<file path="src/common/fasr_pkg.sv">
// Constants and types for the 48-bit floating add, subtract and divide datapath.
// Assumes a single synchronous clock domain shared with instruction control.
package fasr_pkg;

	// ==========================================================
	// Word layout
	localparam int          WORD_W       = 48;
	localparam int          HALF_W       = 24;
	localparam int          FRAC_W       = 36;
	localparam int          EXP_W        = 11;
	localparam int          SIGN_BIT     = 47;
	localparam int          EXP_MSB      = 46;
	localparam int          EXP_LSB      = 36;
	localparam int          FRAC_MSB     = 35;
	localparam int          ADDR_W       = 18;

	// ==========================================================
	// Exponent encoding
	localparam logic [10:0] EXP_BIAS_POS = 11'h400;
	localparam logic [10:0] EXP_BIAS_NEG = 11'h3ff;
	localparam logic [12:0] EXP_TRUE_MAX = 13'h3ff;

	// ==========================================================
	// Alignment, division and rounding counts
	localparam logic [6:0]  ALIGN_MAX    = 7'h3f;
	localparam logic [12:0] ALIGN_LIMIT  = 13'h024;
	localparam logic [5:0]  DIV_STEPS    = 6'h24;
	localparam int          E_ROUND_BIT  = 47;

	// ==========================================================
	// Fault flag positions
	localparam int          FLT_OVF      = 0;
	localparam int          FLT_UNF      = 1;
	localparam int          FLT_DIV      = 2;
	localparam logic [2:0]  FLT_RESET    = 3'h0;

	typedef enum logic [1:0] {OP_ADD, OP_SUB, OP_DIV} fasr_op_type;

	typedef enum logic [3:0] {
		ST_IDLE, ST_IND, ST_FETCH_HI, ST_FETCH_LO, ST_CHECK,
		ST_ALIGN, ST_ARITH, ST_DIVIDE, ST_NORM, ST_PACK
	} fasr_state_type;

endpackage

</file>
<file path="src/core/fasr_core.sv">
// Floating add, subtract and divide datapath with rounding, normalization and faults.
// Assumes instruction control holds the accumulator pair stable while busy is high
// and that storage answers each read request with a one-cycle acknowledge.
//
// Functional notes
// RQ1: Low 36 bits fraction, bit 47 sign.
// RQ2: Result fraction kept between half and one.
// RQ3: Eleven-bit exponent, biases octal 2000 and 1777.
// RQ4: Minus zero exponent biased as plus zero.
// RQ5: Biased words order like fixed point numbers.
// RQ6: Accumulator pair plus two storage words form operands.
// RQ7: Storage address supports indexing and indirection.
// RQ8: Alignment beyond 36 yields the larger operand.
// RQ9: Add shifts smaller-exponent fraction, max octal 77.
// RQ10: Subtract shifts accumulator or complemented storage fraction.
// RQ11: Round by one at lowest bit, before normalization.
// RQ12: Add/sub rounds when A23 and E47 differ.
// RQ13: A23 captured right after equalization finishes.
// RQ14: Divide rounds when residue ratio at least half.
// RQ15: Normalize by shifting, adjust exponent, residue untouched.
// RQ16: Faults: exponent overflow, underflow, bad divisor.
// RQ17: Sensing a fault flag clears it.
// RQ18: Program senses faults only after completion.
// RQ19: Each fault flag can request an interrupt.
// RQ20: Negative value is complement of whole word.
// RQ21: Result returns to accumulator pair, packed format.
`timescale 1ns/100ps

module fasr_core (
	input  wire logic                        mclk,
	input  wire logic                        reset,
	input  wire logic                        start,
	input  wire fasr_pkg::fasr_op_type       op,
	input  wire logic [fasr_pkg::HALF_W-1:0] acc_hi,
	input  wire logic [fasr_pkg::HALF_W-1:0] acc_lo,
	input  wire logic [fasr_pkg::ADDR_W-1:0] base_addr,
	input  wire logic [fasr_pkg::ADDR_W-1:0] index_val,
	input  wire logic                        index_en,
	input  wire logic                        indirect,
	input  wire logic                        mem_ack,
	input  wire logic [fasr_pkg::HALF_W-1:0] mem_data,
	input  wire logic                        fault_sense_op,
	input  wire logic [1:0]                  sense_sel,
	input  wire logic [2:0]                  irq_en,
	output logic                             mem_req,
	output logic [fasr_pkg::ADDR_W-1:0]      mem_addr,
	output logic [fasr_pkg::HALF_W-1:0]      result_hi,
	output logic [fasr_pkg::HALF_W-1:0]      result_lo,
	output logic [fasr_pkg::WORD_W-1:0]      ext_out,
	output logic                             result_we,
	output logic                             busy,
	output logic                             done,
	output logic                             sense_hit,
	output logic [2:0]                       fault_flags,
	output logic [2:0]                       irq_req
);
	import fasr_pkg::*;

	// ==========================================================
	// Helper functions
	function automatic logic signed [12:0] true_exp(input logic [10:0] biased);
		if (biased >= EXP_BIAS_POS) begin
			return $signed({2'b00, biased}) - $signed({2'b00, EXP_BIAS_POS}); // RQ4
		end
		return $signed({2'b00, biased}) - $signed({2'b00, EXP_BIAS_NEG}); // RQ3
	endfunction

	function automatic logic [10:0] bias_exp(input logic signed [12:0] t);
		logic [12:0] sum;
		sum = (t >= 0) ? 13'(t + $signed({2'b00, EXP_BIAS_POS}))
		               : 13'(t + $signed({2'b00, EXP_BIAS_NEG})); // RQ3 RQ4
		return sum[10:0];
	endfunction

	function automatic logic signed [37:0] signed_frac(input logic s, input logic [35:0] f);
		return s ? -$signed({2'b00, f}) : $signed({2'b00, f});
	endfunction

	function automatic logic [47:0] positive_word(input logic [47:0] w);
		return w[SIGN_BIT] ? ~w : w; // RQ20 RQ1
	endfunction

	// ==========================================================
	// State
	fasr_state_type      state_reg, state_next;
	fasr_op_type         op_reg, op_next;
	logic [ADDR_W-1:0]   addr_reg, addr_next;
	logic                mem_req_reg, mem_req_next;
	logic [HALF_W-1:0]   hi_reg, hi_next;
	logic                sa_reg, sa_next, sb_reg, sb_next;
	logic signed [12:0]  ea_reg, ea_next, eb_reg, eb_next;
	logic [35:0]         fa_reg, fa_next, fb_reg, fb_next;
	logic [47:0]         ext_reg, ext_next;
	logic [6:0]          cnt_reg, cnt_next;
	logic                sh_a_reg, sh_a_next;
	logic                a23_reg, a23_next;
	logic [36:0]         mag_reg, mag_next;
	logic                rsign_reg, rsign_next;
	logic signed [12:0]  exp_reg, exp_next;
	logic [37:0]         rem_reg, rem_next;
	logic [36:0]         dvs_reg, dvs_next;
	logic [5:0]          step_reg, step_next;
	logic [HALF_W-1:0]   res_hi_reg, res_hi_next, res_lo_reg, res_lo_next;
	logic [47:0]         ext_out_reg, ext_out_next;
	logic                we_reg, we_next, done_reg, done_next;
	logic                busy_reg, busy_next;
	logic                sense_hit_reg, sense_hit_next;
	logic [2:0]          fault_reg, fault_next, irq_reg, irq_next;

	// ==========================================================
	// Next-state computation
	always_comb begin
		logic [47:0]        mword;
		logic [47:0]        rword;
		logic signed [12:0] diff;
		logic signed [37:0] sum;
		logic signed [37:0] rnd;
		logic [37:0]        rem2;
		logic               qbit;
		logic               e47;
		logic               s_sh;
		logic [2:0]         flt_set;
		logic [2:0]         flt_clr;
		logic [47:0]        aword;
		mword = positive_word({hi_reg, mem_data});
		aword = positive_word({acc_hi, acc_lo});
		rword = '0;
		diff = ea_reg - eb_reg;
		sum = '0;
		rnd = '0;
		rem2 = {rem_reg[36:0], 1'b0};
		qbit = 1'b0;
		s_sh = sh_a_reg ? sa_reg : sb_reg;
		e47 = s_sh ? ~ext_reg[E_ROUND_BIT] : ext_reg[E_ROUND_BIT];
		flt_set = 3'h0;
		flt_clr = 3'h0;
		state_next = state_reg;
		op_next = op_reg;
		addr_next = addr_reg;
		mem_req_next = mem_req_reg;
		hi_next = hi_reg;
		sa_next = sa_reg;
		sb_next = sb_reg;
		ea_next = ea_reg;
		eb_next = eb_reg;
		fa_next = fa_reg;
		fb_next = fb_reg;
		ext_next = ext_reg;
		cnt_next = cnt_reg;
		sh_a_next = sh_a_reg;
		a23_next = a23_reg;
		mag_next = mag_reg;
		rsign_next = rsign_reg;
		exp_next = exp_reg;
		rem_next = rem_reg;
		dvs_next = dvs_reg;
		step_next = step_reg;
		res_hi_next = res_hi_reg;
		res_lo_next = res_lo_reg;
		ext_out_next = ext_out_reg;
		we_next = 1'b0;
		done_next = 1'b0;
		sense_hit_next = 1'b0;
		unique case (state_reg)
			ST_IDLE: begin
				if (start) begin
					op_next = op;
					sa_next = acc_hi[HALF_W-1];
					hi_next = '0;
					addr_next = ADDR_W'(base_addr + (index_en ? index_val : '0)); // RQ7
					mem_req_next = 1'b1;
					ext_next = '0;
					cnt_next = '0;
					state_next = indirect ? ST_IND : ST_FETCH_HI; // RQ7
				end
			end
			ST_IND: begin
				if (mem_ack) begin
					addr_next = mem_data[ADDR_W-1:0]; // RQ7
					state_next = ST_FETCH_HI;
				end
			end
			ST_FETCH_HI: begin
				if (mem_ack) begin
					hi_next = mem_data;
					addr_next = ADDR_W'(addr_reg + 1'b1); // RQ6
					state_next = ST_FETCH_LO;
				end
			end
			ST_FETCH_LO: begin
				if (mem_ack) begin
					mem_req_next = 1'b0;
					sa_next = acc_hi[HALF_W-1];
					ea_next = true_exp(aword[EXP_MSB:EXP_LSB]); // RQ6
					fa_next = aword[FRAC_MSB:0]; // RQ1
					sb_next = hi_reg[HALF_W-1] ^ (op_reg == OP_SUB); // RQ10
					eb_next = true_exp(mword[EXP_MSB:EXP_LSB]);
					fb_next = mword[FRAC_MSB:0]; // RQ1
					state_next = ST_CHECK;
				end
			end
			ST_CHECK: begin
				if (op_reg == OP_DIV) begin
					rsign_next = sa_reg ^ sb_reg;
					a23_next = sa_reg ^ sb_reg;
					mag_next = '0;
					rem_next = {2'b00, fa_reg};
					step_next = '0;
					if (fb_reg == '0 || !fb_reg[FRAC_MSB]) begin
						flt_set[FLT_DIV] = 1'b1; // RQ16
						done_next = 1'b1;
						state_next = ST_IDLE;
					end else if (fa_reg >= fb_reg) begin
						dvs_next = {fb_reg, 1'b0};
						exp_next = 13'(ea_reg - eb_reg + 13'sd1);
						state_next = ST_DIVIDE;
					end else begin
						dvs_next = {1'b0, fb_reg};
						exp_next = 13'(ea_reg - eb_reg);
						state_next = ST_DIVIDE;
					end
				end else if (diff > $signed(ALIGN_LIMIT) || diff < -$signed(ALIGN_LIMIT)) begin
					rsign_next = (diff > 0) ? sa_reg : sb_reg; // RQ8
					exp_next = (diff > 0) ? ea_reg : eb_reg;
					mag_next = {1'b0, (diff > 0) ? fa_reg : fb_reg};
					state_next = ST_NORM;
				end else begin
					state_next = ST_ALIGN;
				end
			end
			ST_ALIGN: begin
				if (ea_reg == eb_reg || cnt_reg == ALIGN_MAX) begin
					a23_next = sa_reg; // RQ13
					state_next = ST_ARITH;
				end else if (ea_reg < eb_reg) begin
					ext_next = {fa_reg[0], ext_reg[47:1]}; // RQ9 RQ10
					fa_next = {1'b0, fa_reg[35:1]};
					ea_next = 13'(ea_reg + 13'sd1);
					sh_a_next = 1'b1;
					cnt_next = 7'(cnt_reg + 1'b1);
				end else begin
					ext_next = {fb_reg[0], ext_reg[47:1]}; // RQ9 RQ10
					fb_next = {1'b0, fb_reg[35:1]};
					eb_next = 13'(eb_reg + 13'sd1);
					sh_a_next = 1'b0;
					cnt_next = 7'(cnt_reg + 1'b1);
				end
			end
			ST_ARITH: begin
				if (cnt_reg != '0 && !a23_reg && e47) begin
					rnd = 38'sd1; // RQ12
				end else if (cnt_reg != '0 && a23_reg && !e47) begin
					rnd = -38'sd1; // RQ12
				end
				sum = signed_frac(sa_reg, fa_reg) + signed_frac(sb_reg, fb_reg) + rnd; // RQ11
				rsign_next = sum[37];
				mag_next = sum[37] ? 37'(-sum) : sum[36:0];
				exp_next = ea_reg;
				ext_out_next = ext_reg; // RQ6
				state_next = ST_NORM;
			end
			ST_DIVIDE: begin
				if (step_reg == DIV_STEPS) begin
					if ({rem_reg[36:0], 1'b0} >= {1'b0, dvs_reg}) begin
						mag_next = 37'(mag_reg + 1'b1); // RQ14 RQ11
					end
					ext_out_next = {10'h000, rem_reg}; // RQ6
					state_next = ST_NORM;
				end else begin
					qbit = rem2 >= {1'b0, dvs_reg};
					rem_next = qbit ? 38'(rem2 - {1'b0, dvs_reg}) : rem2;
					mag_next = {1'b0, mag_reg[34:0], qbit};
					step_next = 6'(step_reg + 1'b1);
				end
			end
			ST_NORM: begin
				if (mag_reg[36]) begin
					mag_next = {1'b0, mag_reg[36:1]}; // RQ15 RQ2
					exp_next = 13'(exp_reg + 13'sd1);
				end else if (mag_reg != '0 && !mag_reg[FRAC_MSB]) begin
					mag_next = {mag_reg[35:0], 1'b0}; // RQ15 RQ2
					exp_next = 13'(exp_reg - 13'sd1);
				end else begin
					state_next = ST_PACK;
				end
			end
			ST_PACK: begin
				rword = {1'b0, bias_exp(exp_reg), mag_reg[FRAC_MSB:0]}; // RQ5
				if (rsign_reg) begin
					rword = ~rword; // RQ20
				end
				if (mag_reg == '0) begin
					rword = '0;
				end
				if (mag_reg != '0 && exp_reg > $signed(EXP_TRUE_MAX)) begin
					flt_set[FLT_OVF] = 1'b1; // RQ16
				end else if (mag_reg != '0 && exp_reg < -$signed(EXP_TRUE_MAX)) begin
					flt_set[FLT_UNF] = 1'b1; // RQ16
				end else begin
					res_hi_next = rword[47:24]; // RQ21
					res_lo_next = rword[23:0];
					we_next = 1'b1;
				end
				done_next = 1'b1;
				state_next = ST_IDLE;
			end
			default: begin
				state_next = ST_IDLE;
			end
		endcase
		if (fault_sense_op && sense_sel != 2'h3) begin
			sense_hit_next = fault_reg[sense_sel]; // RQ17
			flt_clr[sense_sel] = 1'b1; // RQ17
		end
		busy_next = (state_next != ST_IDLE);
		fault_next = (fault_reg & ~flt_clr) | flt_set;
		irq_next = fault_next & irq_en; // RQ19
	end

	// ==========================================================
	// Registers
	always_ff @(posedge mclk) begin
		if (reset) begin
			state_reg <= ST_IDLE;
			op_reg <= OP_ADD;
			addr_reg <= '0;
			mem_req_reg <= 1'b0;
			hi_reg <= '0;
			sa_reg <= 1'b0;
			sb_reg <= 1'b0;
			ea_reg <= '0;
			eb_reg <= '0;
			fa_reg <= '0;
			fb_reg <= '0;
			ext_reg <= '0;
			cnt_reg <= '0;
			sh_a_reg <= 1'b0;
			a23_reg <= 1'b0;
			mag_reg <= '0;
			rsign_reg <= 1'b0;
			exp_reg <= '0;
			rem_reg <= '0;
			dvs_reg <= '0;
			step_reg <= '0;
			res_hi_reg <= '0;
			res_lo_reg <= '0;
			ext_out_reg <= '0;
			we_reg <= 1'b0;
			done_reg <= 1'b0;
			busy_reg <= 1'b0;
			sense_hit_reg <= 1'b0;
			fault_reg <= FLT_RESET;
			irq_reg <= FLT_RESET;
		end else begin
			state_reg <= state_next;
			op_reg <= op_next;
			addr_reg <= addr_next;
			mem_req_reg <= mem_req_next;
			hi_reg <= hi_next;
			sa_reg <= sa_next;
			sb_reg <= sb_next;
			ea_reg <= ea_next;
			eb_reg <= eb_next;
			fa_reg <= fa_next;
			fb_reg <= fb_next;
			ext_reg <= ext_next;
			cnt_reg <= cnt_next;
			sh_a_reg <= sh_a_next;
			a23_reg <= a23_next;
			mag_reg <= mag_next;
			rsign_reg <= rsign_next;
			exp_reg <= exp_next;
			rem_reg <= rem_next;
			dvs_reg <= dvs_next;
			step_reg <= step_next;
			res_hi_reg <= res_hi_next;
			res_lo_reg <= res_lo_next;
			ext_out_reg <= ext_out_next;
			we_reg <= we_next;
			done_reg <= done_next;
			busy_reg <= busy_next;
			sense_hit_reg <= sense_hit_next;
			fault_reg <= fault_next;
			irq_reg <= irq_next;
		end
	end

	// ==========================================================
	// Outputs
	assign mem_req     = mem_req_reg;
	assign mem_addr    = addr_reg;
	assign result_hi   = res_hi_reg;
	assign result_lo   = res_lo_reg;
	assign ext_out     = ext_out_reg;
	assign result_we   = we_reg;
	assign busy        = busy_reg;
	assign done        = done_reg;
	assign sense_hit   = sense_hit_reg;
	assign fault_flags = fault_reg;
	assign irq_req     = irq_reg;

endmodule

</file>
<file path="config.mk">
export PLATFORM = sky130hd
export DESIGN_NAME = fasr_core
export DESIGN_NICKNAME = d
export VERILOG_FILES = /design/src/common/fasr_pkg.sv /design/src/core/fasr_core.sv
export SDC_FILE = /design/constraint.sdc
export NUM_CORES = 2
export LEC_CHECK = 0
export ABC_AREA = 1
export BUFFER_PORTS_ARGS = -buffer_cell sky130_fd_sc_hd__buf_2
export CAP_MARGIN = 20
export CORE_MARGIN = 1
export CORE_UTILIZATION = 50
export CTS_BUF_LIST = sky130_fd_sc_hd__clkbuf_4 sky130_fd_sc_hd__clkbuf_8
export CTS_CLUSTER_DIAMETER = 120
export DETAILED_ROUTE_END_ITERATION = 10
export GPL_ROUTABILITY_DRIVEN = 0
export PLACE_DENSITY = 0.7
export SYNTH_ARGS = -nofsm -noshare
export SYNTH_HDL_FRONTEND = slang
export SYNTH_SLANG_ARGS = --single-unit
</file>
<file path="constraint.sdc">
create_clock -name mclk -period 18.45 [get_ports mclk]
set_input_delay 2.7675 -clock mclk [delete_from_list [all_inputs] [get_ports mclk]]
set_output_delay 2.7675 -clock mclk [all_outputs]
set_load 0.005 [all_outputs]
</file>
**After elaboration in Yosys (flattened, before gate mapping)**

Cells that the tools add are included.

- Word-level logic and storage cells: 287
- Memory bits (read-only): 0
- Latch bits: 0
- Register bits after elaboration: 444
- Memories kept: 0
- Output and inout port bits: 125
- Input bits: 122
- Memory bits (writable): 0

- Mux-type cells: 121
- Order comparisons: 13
- $mul: 0
- Equality and inequality tests: 30
- Shifts and indexed selects: 0
- Bitwise operators: 16
- $add $sub $neg: 23
- Reductions and logical operators: 53
- Divide/modulo/power cells: 0

Operators with widths:

| operator | number |
|---|---|
| 38-bit two-way mux | 8 |
| 37-bit two-way mux | 8 |
| 48-bit two-way mux | 6 |
| 36-bit two-way mux | 7 |
| 13-bit two-way mux | 17 |
| 48-bit case mux with 2 select lines | 2 |
| 37-bit case mux with 4 select lines | 1 |
| 36-bit case mux with 2 select lines | 2 |
| 47-bit two-way mux | 2 |
| 47-bit inverter | 2 |
| 38-bit adder | 2 |
| 36-bit negator with 38-bit output | 2 |
| 38-bit case mux with 2 select lines | 1 |
| 18-bit two-way mux | 4 |
| 18-bit case mux with 3 select lines | 1 |
| 13-bit by 2-bit adder with 13-bit output (second input constant) | 4 |
| 13-bit case mux with 2 select lines | 2 |
| 24-bit two-way mux | 2 |
| 47-bit inverter with 48-bit output | 1 |
| 24-bit case mux with 2 select lines | 1 |
| 4-bit two-way mux | 10 |
| 13-bit case mux with 3 select lines | 1 |
| 38-bit by 37-bit >= comparator with 1-bit output | 1 |
| 38-bit by 37-bit subtractor with 38-bit output | 1 |
| 66 further kinds | 168 |

**Longest topological paths before layout**

- Depth in word-level cells: 11
- Mapped depth: 40
- Mapped depth without buffers: 40

**Least setup slack after synthesis**

OpenSTA, ideal clock, no wires.

- Kind: register -> register
- Start point: reg sa_reg
- End point: reg mag_reg[20]
- Clock period less this slack: 6.170 ns
- Data required time: 18.341 ns
- Cell stages (with the launch flop): 29
- Data arrival time: 6.061 ns
- Path slack: 12.280 ns
- Setup time: 0.109 ns
- Path buffers: 1
- Path through: dfxtp_1 buf_2 nand2_1 o21ai_1 xnor2_1 nand3_1 inv_1 nor2_1 fa_1 inv_1 ha_1 fa_1 inv_1 nand2_1 a21oi_1 nand3_1 nor2_2 nand3_1 nor2_1 nand3_1 nor2_2 inv_1 nor2_2 a21oi_1 or2_2 nand3_1 nand3b_1 nand2_1 inv_1

- Word-level cells in the longest chain between the ends: 11
- Elaborated cells on any way between the ends: 14
- Those cells by class: 3 x add/sub; 8 x mux; 3 x reduce/logical

Ends and longest elaborated chain:

| what | RTL line | text |
|---|---|---|
| from (decl) | fasr_core.sv:90 | `logic sa_reg, sa_next, sb_reg, sb_next;` |
| from (signal assigned) | fasr_core.sv:360 | `sa_reg <= sa_next;` |
| branches (longest 7 deep; another with 38-bit adder) | - |  |
| 38-bit adder * | fasr_core.sv:255 | `sum = signed_frac(sa_reg, fa_reg) + signed_frac(sb_reg, fb_reg) + rnd;` |
| 37-bit negator | fasr_core.sv:257 | `mag_next = sum[37] ? 37'(-sum) : sum[36:0];` |
| 37-bit two-way mux * | fasr_core.sv:257 |  |
| 37-bit case mux with 4 select lines * | fasr_core.sv:164 | `unique case (state_reg)` |
| to (signal assigned) | fasr_core.sv:370 | `mag_reg <= mag_next;` |
| to (decl) | fasr_core.sv:97 | `logic [36:0] mag_reg, mag_next;` |

Every way passes the cells marked *. The select of a mux whose other input is x is not followed.
A chain may end at the register's enable or synchronous reset.

**Final worst setup path**

- Start point: reg fa_reg[0]
- End point: reg mag_reg[27]

- Word-level cells in the longest chain between the ends: 7

Ends and longest elaborated chain:

| what | RTL line | text |
|---|---|---|
| from (decl) | fasr_core.sv:92 | `logic [35:0] fa_reg, fa_next, fb_reg, fb_next;` |
| from (signal assigned) | fasr_core.sv:364 | `fa_reg <= fa_next;` |
| 36-bit negator with 38-bit output | fasr_core.sv:76 | `return s ? -$signed({2'b00, f}) : $signed({2'b00, f});` |
| 38-bit two-way mux * | fasr_core.sv:76 |  |
| 38-bit adder * (2 in series) | fasr_core.sv:255 |  |
| 37-bit negator | fasr_core.sv:257 |  |
| 37-bit two-way mux * | fasr_core.sv:257 |  |
| 37-bit case mux with 4 select lines * | fasr_core.sv:164 |  |

Mark *: on every way between the ends. The rest lies on a longest branch, timed or not.

==> flow_metrics.env <==
export IMPL_min_to="ext_out[46]"
export IMPL_endpoint_kind="flip-flop"
export IMPL_routed_via_density=5.96
export IMPL_clk_pin_slew_ns=0.06
export IMPL_synth_top_cell_area_share=0.244
export IMPL_synthTopCellsByArea="dfxtp_1 (24%), nand2_1 (12%), o21ai_0 (8.6%), a21oi_1 (8.1%), inv_1 (7.4%)"
export IMPL_core_um2=71700
export IMPL_drtIter0Drc=5491
export IMPL_wl_per_cell_um=20.2
export IMPL_syn_num_nets=6110
export IMPL_maxCapViolations=0
export IMPL_grt_use_total=0.364
export IMPL_area_growth_pct=9.56
export IMPL_fin_util=0.555
export IMPL_hpwl_um=103000
export IMPL_holdCritStartpoint="ext_out[46]"
export IMPL_hold_viol_final=0
export IMPL_ys_ff_latch=444
export IMPL_root_buffer="clkbuf_8"
export IMPL_slew_headroom=0.285
export IMPL_ys_flop_type="dfxtp_1"
export IMPL_antenna_found_initial=4
export IMPL_route_detailed_drc=0
export IMPL_power_density_nw_per_um2=108
export IMPL_clkSinkCount=444
export IMPL_min_path_cells=2
export IMPL_via_count=41000
export IMPL_crit_path_start="fa_reg[0]"
export IMPL_skew_ns=0.0691
export IMPL_post_route_period_util=0.337
export IMPL_rsz0062_at_grt="false"
export IMPL_synth_commonest_cells="nand2_1 (1145), inv_1 (713), o21ai_0 (624)"
export IMPL_finalSetupViolCount=0
export IMPL_die_x_um=272
export IMPL_cts_tree="yes"
export IMPL_syn_area_um2=36400
export IMPL_final_setup_tns_ns=0
export IMPL_finalMaxSlewViolations=0
export IMPL_dp_cells=6727
export IMPL_grt_max_degree=104
export IMPL_fmax_mhz=161
export IMPL_hp_class="reg2reg"
export IMPL_globalRouteOverflowTotal=0
export IMPL_die_area_um2=73800
export IMPL_reg2reg_to="mag_reg[27]"
export IMPL_cp_start_kind="flip-flop"
export IMPL_cts_htree_levels=3
export IMPL_num_fill_cells=7300
export IMPL_synth_cells=5777
export IMPL_ys_types=69
export IMPL_synth_avg_cell_area_um2=6.29
export IMPL_fp_dieH_um=272
export IMPL_drtAntennaViolNets=0
export IMPL_fin_nets=6196
export IMPL_yosysWarnings=0
export IMPL_worst_ep_arrival_time_ns=6.81
export IMPL_cpMaxStageDelayCell="fa_1"
export IMPL_yosysTopAreaCell="dfxtp_1"
export IMPL_cts_hold_buffers=0
export IMPL_synth_most_common_cell="nand2_1"
export IMPL_clk_latency_ns=0.73
export IMPL_grt_pass1_vias=36900
export IMPL_drive_gt1_frac=0.0908
export IMPL_rr_startpoint="fa_reg[0]"
export IMPL_cp_common_cell="nand2_1"
export IMPL_path_class="reg2reg"
export IMPL_cts_resized=0
export IMPL_status="complete, no violations"
export IMPL_cts_buffers=81
export IMPL_grt_pass1_wl_um=211000
export IMPL_worst_pin_slew_ns=1.06
export IMPL_synth_edf_count=0
export IMPL_peakVddDrop_v=0.000150
export IMPL_dr_pass1_iters=7
export IMPL_start_util=0.507
export IMPL_synthArstFlopShare=0
export IMPL_portBuffers=246
export IMPL_rows=98
export IMPL_cts_buffer_depth=3
export IMPL_cts_setup_buffers=0
export IMPL_stdcell_count=6876
export IMPL_routed_wl_um=139000
export IMPL_min_period_ns=6.22
export IMPL_yosysSeqAreaShare=0.244
export IMPL_p_leak_nw=18.1
export IMPL_critPathRequiredTime_ns=19.04
export IMPL_num_io_pins=247
export IMPL_critical_path_max_fanout=33
export IMPL_slowest_delay_ns=0.47
export IMPL_r2r_cells=33
export IMPL_r2r_slack_ns=12.23
-- cells by family (layout without fill, tap and decap cells) --
family | count (synthesis) | after routing | share of synthesized area
buffers and inverters | 1038 | 1183 | 0.110
flip-flops | 444 | 444 | 0.244
XOR/XNOR | 238 | 238 | 0.0588
multiplexers | 1 | 1 | 0.000275
AND/OR/NAND/NOR | 2299 | 2299 | 0.271
AO/OA/AOI/OAI | 1546 | 1546 | 0.234
adder cells (fa/ha/maj) | 211 | 211 | 0.0813
other | 0 | 4 | 0
-- critical path: cells and delay by family (launching register included) --
| family | cells | cell delay, ns |
|---|---|---|
| compound gates | 5 | 0.80 |
| flops | 1 | 0.37 |
| buf+inv | 5 | 0.68 |
| simple gates | 19 | 2.90 |
| fa+ha+maj | 3 | 1.01 |
| xor+xnor | 1 | 0.33 |
-- cells in the final DEF, fill, tap and decap left out, types with 107 or more instances in the layout --
cell / n
o21ai_0: 623
nand3_1: 354
xor2_1: 159
nand2_1: 1143
ha_1: 169
buf_2: 245
inv_1: 710
dfxtp_1: 443
nor2_1: 509
clkbuf_8: 107
a21oi_1: 585
-- power breakdown --
part           switching, mW  internal (mW)  leakage, nW
clock                  0.458          0.571        0.937
combinational           1.56          0.616         13.6
sequential            0.0967           1.02         3.59
total                   2.11           2.21         18.1
-- how the worst max path moves through the flow --
stage	endpoint	slack (ns)	cells past startpoint
2_1_floorplan	mag_reg[20]	12.28	28
3_3_place_gp	mag_reg[27]	12.56	27
3_5_place_dp	mag_reg[27]	12.47	33
4_1_cts	mag_reg[27]	12.43	33
5_1_grt	mag_reg[27]	11.59	38
6_report	mag_reg[27]	12.23	33
-- per-layer routing --
layer	part of all wire	track usage	vias up
met4	0.073	0.229	2
li1	-	-	19500
met2	0.42	0.542	2416
met5	0.000072	0	-
met1	0.40	0.474	18600
met3	0.11	0.0833	494
-- final cells by class --
type	count	area, um^2	area share
multi-input combinational	4295	23500	0.591
antenna	4	10.0	0.000251
tap	950	1190	0.0298
timing repair buffer	290	1620	0.0407
clock inverter	11	116	0.00292
sequential	444	8890	0.223
inverter	751	2830	0.0710
clock buffer	131	1650	0.0415
-- stage by stage --
step | total power [mW] | area (um^2) | setup slack [ns] | hold WS (ns)
2_1_floorplan | 2.59 | 36400 | 12.28 | 0.445
3_3_place_gp | 3.16 | 38000 | 12.56 | 0.448
3_5_place_dp | 3.19 | 38000 | 12.47 | 0.450
4_1_cts | 4.21 | 39700 | 12.43 | 0.465
5_1_grt | 4.56 | 39800 | 11.59 | 0.481
6_report | 4.32 | 39800 | 12.23 | 0.463
No activity file was read; power rests on OpenSTA's default activity.
